`config.mk`:
```
export PLATFORM = sky130hd
export DESIGN_NAME = brs_sequencer
export DESIGN_NICKNAME = d
export VERILOG_FILES = /design/src/rtl/brs_pkg.sv /design/src/rtl/brs_sequencer.sv
export SDC_FILE = /design/constraint.sdc
export NUM_CORES = 1
export LEC_CHECK = 0
export BUFFER_PORTS_ARGS = -buffer_cell sky130_fd_sc_hd__buf_4
export CORE_MARGIN = 2
export CORE_UTILIZATION = 25
export DETAILED_ROUTE_END_ITERATION = 10
export GPL_TIMING_DRIVEN = 0
export PLACE_DENSITY = 0.39
export SYNTH_ARGS = -nofsm -noshare
export SYNTH_HDL_FRONTEND = slang
export SYNTH_SLANG_ARGS = --single-unit
```
`constraint.sdc`:
```
create_clock -name clk_sys -period 2.7 [get_ports clk_sys]
set_input_delay 0.54 -clock clk_sys [delete_from_list [all_inputs] [get_ports clk_sys]]
set_output_delay 0.54 -clock clk_sys [all_outputs]
set_load 0.005 [all_outputs]
```
`src/rtl/brs_pkg.sv`:
```
// package of constants for the bridge reset sequencer
`default_nettype none
package brs_pkg;
  localparam int unsigned CLK_MHZ = 200;
  localparam int unsigned BUS_RESET_MS = 1;
  localparam int unsigned BUS_RESET_CYC = BUS_RESET_MS * 1000 * CLK_MHZ;
  localparam int unsigned INT_RESET_CYC = 16;
  localparam int unsigned CNT_W = 20;
  typedef enum logic [2:0] {
    BRS_COLD, BRS_HOT, BRS_INTRST, BRS_DELAY, BRS_RUN, BRS_SWRST
  } brs_state_t;
  typedef enum logic [1:0] {
    BRS_LVL_NONE, BRS_LVL_0, BRS_LVL_1, BRS_LVL_2
  } brs_level_t;
endpackage
`default_nettype wire

```
`src/rtl/brs_sequencer.sv`:
```
// reset sequencer: reset levels, bus reset, eeprom load and retry gating
`timescale 1ns/1ps
`default_nettype none
// Behaviour
// - level 0 resets all, sticky too, loads eeprom
// - level 0 bus reset releases 1 ms later
// - hot reset or link loss: reload, keep sticky
// - level 1 bus reset releases 1 ms after
// - level 2 holds bus reset max(1 ms, bit)
// - level 2 drains traffic, drops requests, remodes only when clock_master
// - config requests retried until eeprom loaded
// - pending downstream requests discarded, ur answered
module brs_sequencer #(
  parameter int unsigned BUS_RESET_CYCLES = brs_pkg::BUS_RESET_CYC
) (
  input wire logic clk_sys,
  input wire logic rst_n,
  input wire logic upstream_reset_in_n,
  input wire logic hot_reset_msg,
  input wire logic link_layer_lost,
  input wire logic bus_reset_ctl,
  input wire logic eeprom_load_done,
  input wire logic cfg_req,
  input wire logic clock_master,
  output logic downstream_bus_reset_out_n,
  output logic reset_all_regs,
  output logic reset_nonsticky_regs,
  output logic eeprom_load_start,
  output logic cfg_retry,
  output logic drain_traffic,
  output logic downstream_flush_ur,
  output logic bus_mode_redetect,
  output brs_pkg::brs_level_t reset_level
);
  import brs_pkg::*;

  typedef struct packed {
    logic [1:0] sync_rst;
    logic [1:0] sync_hot;
    logic [1:0] sync_lost;
    brs_state_t st;
    brs_level_t lvl;
    logic [CNT_W-1:0] cnt;
    logic bus_rst;
    logic all_rst;
    logic ns_rst;
    logic load_go;
    logic loading;
    logic retry;
    logic drain;
    logic ur;
    logic remode;
  } brs_reg_t;

  brs_reg_t q;
  brs_reg_t next_q;
  logic in_rst_n;
  logic hot_evt;
  logic [CNT_W-1:0] bus_last;

  assign in_rst_n = q.sync_rst[1];
  assign hot_evt = q.sync_hot[1] | q.sync_lost[1];
  assign bus_last = CNT_W'(BUS_RESET_CYCLES - 1);

  always_comb begin
    next_q = q;
    // pins pass two flops; first stage feeds only the second
    next_q.sync_rst = {q.sync_rst[0], upstream_reset_in_n};
    next_q.sync_hot = {q.sync_hot[0], hot_reset_msg};
    next_q.sync_lost = {q.sync_lost[0], link_layer_lost};
    next_q.load_go = 1'b0;
    next_q.ur = 1'b0;
    if (q.loading && eeprom_load_done) begin
      next_q.loading = 1'b0;
      next_q.retry = 1'b0;
    end
    if (!in_rst_n) begin
      next_q.st = BRS_COLD;
      next_q.lvl = BRS_LVL_0;
      next_q.bus_rst = 1'b1;
      next_q.all_rst = 1'b1;
      next_q.ns_rst = 1'b1;
      next_q.cnt = '0;
      next_q.retry = 1'b1;
      next_q.loading = 1'b0;
      next_q.drain = 1'b0;
      next_q.remode = 1'b0;
    end else begin
      case (q.st)
        BRS_COLD: begin
          // input just released: load and start the 1 ms release timer
          next_q.all_rst = 1'b0;
          next_q.ns_rst = 1'b0;
          next_q.load_go = 1'b1;
          next_q.loading = 1'b1;
          next_q.cnt = '0;
          next_q.st = BRS_DELAY;
        end
        BRS_HOT: begin
          next_q.ns_rst = 1'b1;
          next_q.bus_rst = 1'b1;
          next_q.retry = 1'b1;
          next_q.cnt = '0;
          next_q.st = BRS_INTRST;
        end
        BRS_INTRST: begin
          // internal reset lasts a fixed count before the bus timer
          next_q.cnt = q.cnt + 1'b1;
          if (q.cnt == CNT_W'(INT_RESET_CYC - 1)) begin
            next_q.ns_rst = 1'b0;
            next_q.load_go = 1'b1;
            next_q.loading = 1'b1;
            next_q.cnt = '0;
            next_q.st = BRS_DELAY;
          end
        end
        BRS_DELAY: begin
          next_q.cnt = q.cnt + 1'b1;
          if (hot_evt) begin
            // restart counts as level 1 even mid level 0 release
            next_q.lvl = BRS_LVL_1;
            next_q.st = BRS_HOT;
          end else if (q.cnt == bus_last) begin
            next_q.bus_rst = 1'b0;
            next_q.lvl = BRS_LVL_NONE;
            next_q.st = BRS_RUN;
          end
        end
        BRS_RUN: begin
          if (hot_evt) begin
            next_q.lvl = BRS_LVL_1;
            next_q.st = BRS_HOT;
          end else if (bus_reset_ctl) begin
            next_q.lvl = BRS_LVL_2;
            next_q.bus_rst = 1'b1;
            next_q.drain = 1'b1;
            next_q.ur = 1'b1;
            next_q.remode = clock_master;
            next_q.cnt = '0;
            next_q.st = BRS_SWRST;
          end
        end
        BRS_SWRST: begin
          // no eeprom load and no register init at this level
          if (q.cnt != bus_last) begin
            next_q.cnt = q.cnt + 1'b1;
          end
          if (hot_evt) begin
            next_q.drain = 1'b0;
            next_q.remode = 1'b0;
            next_q.lvl = BRS_LVL_1;
            next_q.st = BRS_HOT;
          end else if (q.cnt == bus_last && !bus_reset_ctl) begin
            next_q.bus_rst = 1'b0;
            next_q.drain = 1'b0;
            next_q.remode = 1'b0;
            next_q.lvl = BRS_LVL_NONE;
            next_q.st = BRS_RUN;
          end
        end
        default: begin
          next_q.st = BRS_COLD;
        end
      endcase
    end
  end

  always_ff @(posedge clk_sys or negedge rst_n) begin
    if (!rst_n) begin
      q <= '{sync_rst: 2'b00, sync_hot: 2'b00, sync_lost: 2'b00,
             st: BRS_COLD, lvl: BRS_LVL_0, cnt: '0, bus_rst: 1'b1,
             all_rst: 1'b1, ns_rst: 1'b1, load_go: 1'b0, loading: 1'b0,
             retry: 1'b1, drain: 1'b0, ur: 1'b0, remode: 1'b0};
    end else begin
      q <= next_q;
    end
  end

  assign downstream_bus_reset_out_n = ~q.bus_rst;
  assign reset_all_regs = q.all_rst;
  assign reset_nonsticky_regs = q.ns_rst;
  assign eeprom_load_start = q.load_go;
  assign cfg_retry = q.retry & cfg_req;
  assign drain_traffic = q.drain;
  assign downstream_flush_ur = q.ur;
  assign bus_mode_redetect = q.remode;
  assign reset_level = q.lvl;
endmodule // brs_sequencer
`default_nettype wire

```
# ---- Word-level counts from Yosys, hierarchy flattened
# Index checks and enable logic that the tools add are counted.
dict set report word_totals {
  in_bits 9
  wordCells 91
  output_inout_bits 10
  regBits 40
}
dict set report op_classes {
  n_mux 35
  n_eq_ne 26
  n_reduce_logical 11
  add_sub_neg 1
  bitwise 3
}
# op n
set op_table {}
lappend op_table {{$pmux 20 s5} 1}
lappend op_table {{$mux 20} 2}
lappend op_table {{$mux 28} 1}
lappend op_table {{$mux 26} 1}
lappend op_table {{$mux 5} 5}
lappend op_table {{$ne 3x3->1 const B} 8}
lappend op_table {{$mux 21} 1}
lappend op_table {{$add 20x1->20 const B} 1}
lappend op_table {{$eq 20x18->1 const B} 1}
lappend op_table {{$eq 20x4->1 const B} 1}
lappend op_table {{$ne 20x18->1 const B} 1}
lappend op_table {{$pmux 3 s6} 1}
lappend op_table {{$reduce_and 4->1} 4}
lappend op_table {{$mux 3} 5}
lappend op_table {{$ne 4x4->1 const B} 3}
lappend op_table {{$mux 1} 11}
lappend op_table {{$ne 4x1->1 const B} 2}
lappend op_table {{$reduce_and 7->1} 1}
lappend op_table {{$eq 3x2->1 const B} 2}
lappend op_table {{$eq 3x3->1 const B} 2}
lappend op_table {{$ne 3x1->1 const B} 2}
lappend op_table {{$ne 6x2->1 const B} 1}
lappend op_table {{$pmux 2 s3} 1}
lappend op_table {{$ne 5x1->1 const B} 1}
lappend op_table {{other kinds (15)} 17}

# ---- Logic depth before layout (Yosys ltp)
# Gate-level depths: netlist of run 1.
dict set report depth {
  ltp_word 6
  depth_mapped 9
  depth_no_buf 7
}

# ---- Worst setup path after synthesis of run 1
# No wires, ideal clock.
dict set report synth_timing {
  path_kind {register to register}
  start {register q[9] (netlist bit)}
  end {register q[24] (netlist bit)}
  setup_slack_ps 548
  period_less_slack_ps 2152
  required_time_ps 2604
  setup_ps 96
  n_path_buf 2
  path_stages_with_launch 10
  arrival_ps 2056
  cell_sequence {dfrtp_1 -> ha_1 -> and3_1 -> and4_4 -> and2_4 -> o21a_1 -> or2_1 -> buf_6 -> buf_6 -> o31ai_1}
}
dict set report synth_via {
  elab_chain_cells 4
  word_cells_on_any_way 9
  cone_classes {add/sub (1); eq/ne (3); mux (4); reduce/logical (1)}
}
# item line_no
set synth_lines {}
lappend synth_lines {{from (decl)} brs_sequencer.sv:55} ;# brs_reg_t q;
lappend synth_lines {{from (signal assigned)} brs_sequencer.sv:170} ;# q <= '{sync_rst: 2'b00, sync_hot: 2'b00, sync_lost: 2'b00,
lappend synth_lines {{from (signal assigned)} brs_sequencer.sv:175} ;# q <= next_q;
lappend synth_lines {{$add 20x1->20 or $eq 20x4->1 (tied branches)} -}
lappend synth_lines {{$mux 20, on equally long branches} {brs_sequencer.sv:145, brs_sequencer.sv:109}}
lappend synth_lines {{$pmux 20 s5} brs_sequencer.sv:89} ;# case (q.st)
lappend synth_lines {{$mux 28} brs_sequencer.sv:77} ;# if (!in_rst_n) begin
# Several ways; a longest one is shown, not always the timed one. The select of a mux whose other input is x is not followed.
# A chain may end at the register's enable or synchronous reset.

# ---- Worst setup path in the final report of run 1
dict set report layout_timing {
  start {register q[9] (netlist bit)}
  end {register q[12] (netlist bit)}
}
# The elaborated chain is that of the path after synthesis.

==> flow_summary.yaml, run 1 <==
layout:
  nets: 267
  fillers: 863
  layout.area.seq_sq_um: 1010
  layout-drive-gt1-share_pct: 17.8
  multiInputGateArea_sq_um: 992
  n_antenna_cell: 0
  syn_to_final_growth_pct: 17.9
clock_tree:
  path_clk_slew_ns: 0.09
  post_cts_buffers: 0
  clock_latency_ns: 0.30
  postCtsHoldBufs: 0
  cts-buffers-inserted: 5
  h-tree-depth: 2
  cts_buffer_depth: 2
  cts_resized: 0
  cts-root-buf: "clkbuf_8"
  cts_tree: "yes"
  cts.sinks: 40
power_and_ir_drop:
  p_leak_nw: 1.01
  finalPower_w: 0.00130
  power.density_nw_per_um2: 523
  ir_worst_vdd_uv: 197
timing:
  fin_tns_setup_ns: 0
  max-slew-margin-rel_pct: 41.8
  rsz0062_at_grt: "no"
  setup_viol: 0
  period_share_pct: 90.2
  fmax_mhz: 411
  tightest_slew_ns: 0.866
  drv_slew: 0
  skew_ns: 0.00515
  period_minus_slack_ns: 2.43
  final_hold_viol_count: 0
global_route:
  grt_overflow_total: 0
  grt_max_degree: 41
  grt_use_total_pct: 12.9
  grt_antenna_before_repair: 0
  grt_pass1_vias: 1720
  grt_pass1_wl_um: 9090
worst_setup_path:
  critPathLaunchType: "flop"
  reg2reg_depth: 9
  required_ns: 2.91
  slowest_delay_ns: 0.44
  critPathArrivalTime_ns: 2.64
  crit_slowest_cell: "dfrtp_1"
  critPathTopFamily: "simple AND/OR/NAND/NOR gates"
  cp-startpoint: "q[9]"
  crit_chain: "ha_1 -> and3_1 -> and4_4 -> and2_4 -> o21a_1 -> or2_1 -> buf_6 -> buf_6 -> o31ai_1"
  cp_num_buf_inv: 2
  end_kind: "flop"
  r2r_start: "q[9]"
  cp.depth: 9
  cp_max_fo: 10
  cp_common_cell: "buf_6"
  crit_type: "reg2reg"
synthesis:
  synth_area_sq_um: 2110
  synth-seq-cells: 40
  synthFlopType: "dfrtp_1"
  synth_area_per_cell_sq_um: 9.11
  ys_warn_count: 0
  ys_seq_area_share_pct: 47.6
  syn_inst: 232
  synth_cell_types: 46
  synth_edf_count: 0
  postSynth.asyncResetShare_pct: 100
  synth.net_count: 242
floorplanning:
  fp-row-count: 33
  core_region_area_sq_um: 8220
  die_h_um: 96.0
  die_w_um: 96.0
  start_util_pct: 25.7
  io_pins: 19
  die_area_sq_um: 9210
routing:
  ant_nets: 0
  post_drt_wl_per_cell_um: 14.8
  drt_iter0_markers: 111
  viasPerCell: 5.04
  wl_um: 5370
  dr.pass1.iters: 4
  drc: 0
  vias: 1831
place:
  place_congestion: 0.774
  dp_hpwl_um: 3690
  port_buffers: 18
min_path:
  hold_class: "in2async"
outcome:
  status: "finished clean"
run:
  maxCapViolations: 0
[flip-flops by register name (all words and copies together), names as in the netlist]
name                  flops
bus_mode_redetect         1
downstream_flush_ur       1
drain_traffic             1
eeprom_load_start         1
in_rst_n                  1
next_q                    3
q                        28
reset_all_regs            1
reset_level               2
reset_nonsticky_regs      1
[cell type report]
type	count	area share, %
flip-flops and latches	40	40.4
plain buffers	17	3.87
clock inverters	3	1.71
clock buffers	5	2.76
multi-input cells	170	39.8
well taps	105	5.27
repair buffers	18	5.42
inverters	5	0.753
[path summary, 6_finish.rpt]
path                       slack, ns    endpoint
setup / recovery                0.27       q[12]
hold / removal                  0.21       q[27]
setup reg to reg                0.27       q[12]
hold reg to reg                 0.35       q[37]
max in group asynchronous       2.12        q[3]
min in group clk_sys            0.34  next_q[37]
[power by group]
group          internal, W  switching [W]  leakage [nW]  total, W
logic            0.0000654      0.0000923         0.438  0.000158
clock network     0.000274       0.000236        0.0541  0.000510
registers         0.000623      0.0000125         0.520  0.000635
total             0.000962       0.000341          1.01   0.00130
[cells in the mapped netlist (2+ instances only)]
| library cell | count | area share (%) |
|---|---|---|
| dfstp_2 | 5 | 6.2 |
| and3_1 | 3 | 0.89 |
| and4_1 | 3 | 1.2 |
| nor2_1 | 13 | 2.3 |
| clkbuf_1 | 7 | 1.2 |
| o41ai_1 | 5 | 2.1 |
| o31ai_1 | 13 | 4.6 |
| o21ai_0 | 29 | 6.9 |
| clkbuf_2 | 2 | 0.47 |
| nand2_1 | 26 | 4.6 |
| buf_2 | 3 | 0.71 |
| nand4_1 | 5 | 1.5 |
| nor3_1 | 9 | 2.1 |
| a31oi_1 | 7 | 2.1 |
| inv_1 | 5 | 0.89 |
| nor2b_1 | 6 | 1.8 |
| buf_4 | 3 | 1.1 |
| buf_6 | 2 | 1.1 |
| nand3_1 | 10 | 2.4 |
| nor4_1 | 4 | 1.2 |
| nand2b_1 | 7 | 2.1 |
| a21oi_1 | 7 | 1.7 |
| dfrtp_1 | 35 | 41 |
[layout by cell type, fill, tap and decap left out, drive strengths merged, types with 2 or more instances in the layout]
master / n
buf: 26
o41ai: 5
and2: 2
a31oi: 7
nor2: 13
and3: 3
and4: 4
nand2b: 7
a311oi: 2
dfrtp: 35
nand2: 26
dfstp: 5
inv: 5
nand4: 5
nor2b: 6
nor4: 4
nand3: 10
nor3: 9
o21ai: 30
clkbuf: 14
o31ai: 13
a21oi: 7
[metrics by stage]
stage	utilization (%)	instances	cell area, sq um	hold slack (ns)	worst slack (ns)
after floorplan	-	232	2110	0.244	0.548
after global placement	29.0	355	2380	0.332	0.294
after detailed placement	29.0	355	2380	0.336	0.274
after CTS	30.3	363	2490	0.237	0.246
after global routing	30.3	363	2490	0.256	0.0568
final	30.3	363	2490	0.213	0.266
[layer usage]
| layer | track usage, % | vias up | part of all wire [%] |
|---|---|---|---|
| met5 | 0 | - | 0 |
| met4 | 5.00 | 0 | 1.5 |
| met3 | 2.19 | 6 | 4.0 |
| met2 | 18.9 | 41 | 44 |
| met1 | 19.0 | 873 | 50 |
| li1 | - | 911 | - |
[kinds of logic after synthesis]
group,share of synthesized area (%)
simple gates,22.0
flops,47.6
compound gates,24.3
buf+inv,5.44
fa+ha+maj,0.592
No activity file was read; power rests on OpenSTA's default activity.
==> run 2, diff against run 1 <==
--- a/config.mk
+++ b/config.mk
@@ -5,6 +5,7 @@
 export SDC_FILE = /design/constraint.sdc
 export NUM_CORES = 1
 export LEC_CHECK = 0
+export ABC_AREA = 1
 export BUFFER_PORTS_ARGS = -buffer_cell sky130_fd_sc_hd__buf_4
 export CORE_MARGIN = 2
 export CORE_UTILIZATION = 25
==> flow_summary.yaml, run 2 <==
layout:
  layout.area.seq_sq_um: 1010
  final_cell_mix: "nand2_1 (99), nor2_1 (42), dfrtp_1 (35), inv_1 (32), nand3_1 (23)"
  n_antenna_cell: 0
  layout_commonest_cell: "nand2_1"
  top_register: "q"
  largest_register_ffs: 28
  stdcell_count: 466
  fillers: 1026
  layout-drive-gt1-share_pct: 14.4
  finalInstanceArea_sq_um: 2750
  multiInputGateArea_sq_um: 1170
  nets: 364
  syn_to_final_growth_pct: 16.5
routing:
  drt_iter0_markers: 115
  dr.pass1.iters: 5
  post_drt_wl_per_cell_um: 14.2
  wl_um: 6600
  ant_nets: 0
  viasPerCell: 4.63
  vias: 2159
  drc: 0
floorplanning:
  core_region_area_sq_um: 9200
  die_area_sq_um: 10200
  die_h_um: 101
  io_pins: 19
  start_util_pct: 25.7
  die_w_um: 101
  fp-row-count: 35
worst_setup_path:
  regToRegSetupSlack_ns: 0.58
  end_kind: "flop"
  crit_chain: "ha_1 -> nand3_2 -> nor2_2 -> nand4_1 -> nand2_2 -> buf_2 -> nand2_1 -> o21ai_0"
  r2r_start: "q[9]"
  required_ns: 2.93
  cp_max_fo: 10
  cp-endpoint: "q[15]"
  r2r-end: "q[15]"
  critPathLaunchType: "flop"
  critPathArrivalTime_ns: 2.35
  reg2reg_depth: 8
  slowest_delay_ns: 0.40
  crit_type: "reg2reg"
  cp-startpoint: "q[9]"
  crit_slowest_cell: "dfrtp_1"
synthesis:
  synth_edf_count: 0
  synth_top_cell_by_area: "dfrtp_1"
  ys_warn_count: 0
  synthFlopType: "dfrtp_1"
  synth_area_per_cell_sq_um: 7.17
  synth-seq-cells: 40
  netlist.area_leader.share_pct: 37.1
  yosysMostFrequentCell: "nand2_1"
  synth_cell_types: 32
  ys_seq_area_share_pct: 42.7
  postSynth.asyncResetShare_pct: 100
  synth_area_leaders: "dfrtp_1 (37%), nand2_1 (16%), nor2_1 (6.7%)"
  synth.net_count: 339
  syn_inst: 329
  synth_area_sq_um: 2360
  yosys-top-cells-count: "nand2_1 (99), nor2_1 (42), dfrtp_1 (35), inv_1 (32), nand3_1 (23)"
power_and_ir_drop:
  ir_worst_vdd_uv: 230
  power.density_nw_per_um2: 644
  p_leak_nw: 1.28
place:
  dp.cells: 458
  dp_hpwl_um: 4710
  port_buffers: 18
  placed_area_sq_um: 2630
  place_congestion: 0.868
global_route:
  grt_max_degree: 41
  grt_pass1_vias: 2105
  grt_pass1_wl_um: 11100
  grt_overflow_total: 0
  grt_antenna_before_repair: 0
  grt_use_total_pct: 14.0
timing:
  setup_viol: 0
  drv_slew: 0
  fin_tns_setup_ns: 0
  max-slew-margin-rel_pct: 55.6
  skew_ns: 0.00565
  tightest_slew_ns: 0.663
  final_hold_viol_count: 0
  period_minus_slack_ns: 2.12
  fmax_mhz: 471
  period_share_pct: 78.7
  rsz0062_at_grt: "no"
clock_tree:
  cts_resized: 0
  cts_buffer_depth: 2
  path_clk_slew_ns: 0.09
  cts-buffers-inserted: 5
  h-tree-depth: 2
  cts-root-buf: "clkbuf_8"
  postCtsHoldBufs: 0
  post_cts_buffers: 0
  cts_tree: "yes"
  cts.sinks: 40
  clock_latency_ns: 0.30
min_path:
  hold_class: "in2async"
run:
  maxCapViolations: 0
outcome:
  status: "finished clean"
-- run 2: cell count changes in the layout (fill, tap and decap cells not counted), sizes merged, moves of 6 or more --
cell    previous run  this run
a31oi              7         0
clkbuf            14         7
inv                5        36
nand2             26       102
nand2b             7         0
nand3             10        25
nand4              5        13
nor2              13        48
nor2b              6         0
o21ai             30        20
o31ai             13         1
xor2               0         6
-- run 2: layout make-up --
type                       count  share of cell area (%)
multi-input combinational    246                    42.6
inverter                      36                    4.92
timing repair buffer          18                    4.92
buffer                         7                    1.68
sequential                    40                    36.6
tap                          111                    5.05
clock inverter                 3                    1.68
clock buffer                   5                    2.50
-- run 2: critical path: cells and delay by family, from the launching register on --
family | cells | cell delay, ns
compound gates | 1 | 0.08
fa+ha+maj | 1 | 0.38
buf+inv | 1 | 0.28
flops | 1 | 0.40
simple gates | 5 | 0.90
-- run 2: stage by stage --
stage / hold WS [ns] / util [%] / setup WS, ns / total power [W]
3_3_place_gp: 0.334 / 28.6 / 0.561 / 0.00126
5_1_grt: 0.246 / 29.9 / 0.400 / 0.00190
3_5_place_dp: 0.336 / 28.6 / 0.597 / 0.00126
6_report: 0.210 / 29.9 / 0.575 / 0.00177
2_1_floorplan: 0.244 / - / 1.08 / 0.00106
4_1_cts: 0.235 / 29.9 / 0.565 / 0.00180
-- run 2: worst min-delay path by stage --
| stage | slack, ns | depth (start not counted) | start | endpoint |
|---|---|---|---|---|
| final | 0.21 | 1 | rst_n | q[9] |
| after global placement | 0.33 | 0 | next_q[39] | in_rst_n |
| after CTS | 0.23 | 1 | rst_n | q[9] |
| after detailed placement | 0.34 | 0 | next_q[35] | q[35] |
| after floorplan | 0.24 | 0 | rst_n | bus_mode_redetect |
| after global routing | 0.25 | 1 | rst_n | q[9] |
-- run 2: kinds of logic (layout without fill, tap and decap cells) --
| group | Yosys count | in the layout | synth area share, % |
|---|---|---|---|
| AND/OR/NAND/NOR | 197 | 197 | 36.7 |
| buffers and inverters | 43 | 69 | 7.69 |
| AO/OA/AOI/OAI | 42 | 42 | 10.2 |
| flip-flops | 40 | 40 | 42.7 |
| XOR/XNOR | 6 | 6 | 2.23 |
| adder cells (fa/ha/maj) | 1 | 1 | 0.530 |
-- run 2: routing by layer --
| layer | routed length [um] | up-vias | GRT usage (%) | share of wire, % |
|---|---|---|---|---|
| met2 | 2920 | 42 | 20.9 | 44 |
| met4 | 98 | 0 | 5.09 | 1.5 |
| met1 | 3360 | 993 | 20.3 | 51 |
| li1 | - | 1118 | - | - |
| met5 | 0 | - | 0 | 0 |
| met3 | 220 | 6 | 2.48 | 3.3 |
-- run 2: power breakdown --
part           switching [W]  internal [W]  leakage, nW  total [W]
Clock               0.000247      0.000279       0.0548   0.000526
Combinational       0.000312      0.000171        0.709   0.000483
Sequential         0.0000665      0.000695        0.519   0.000762
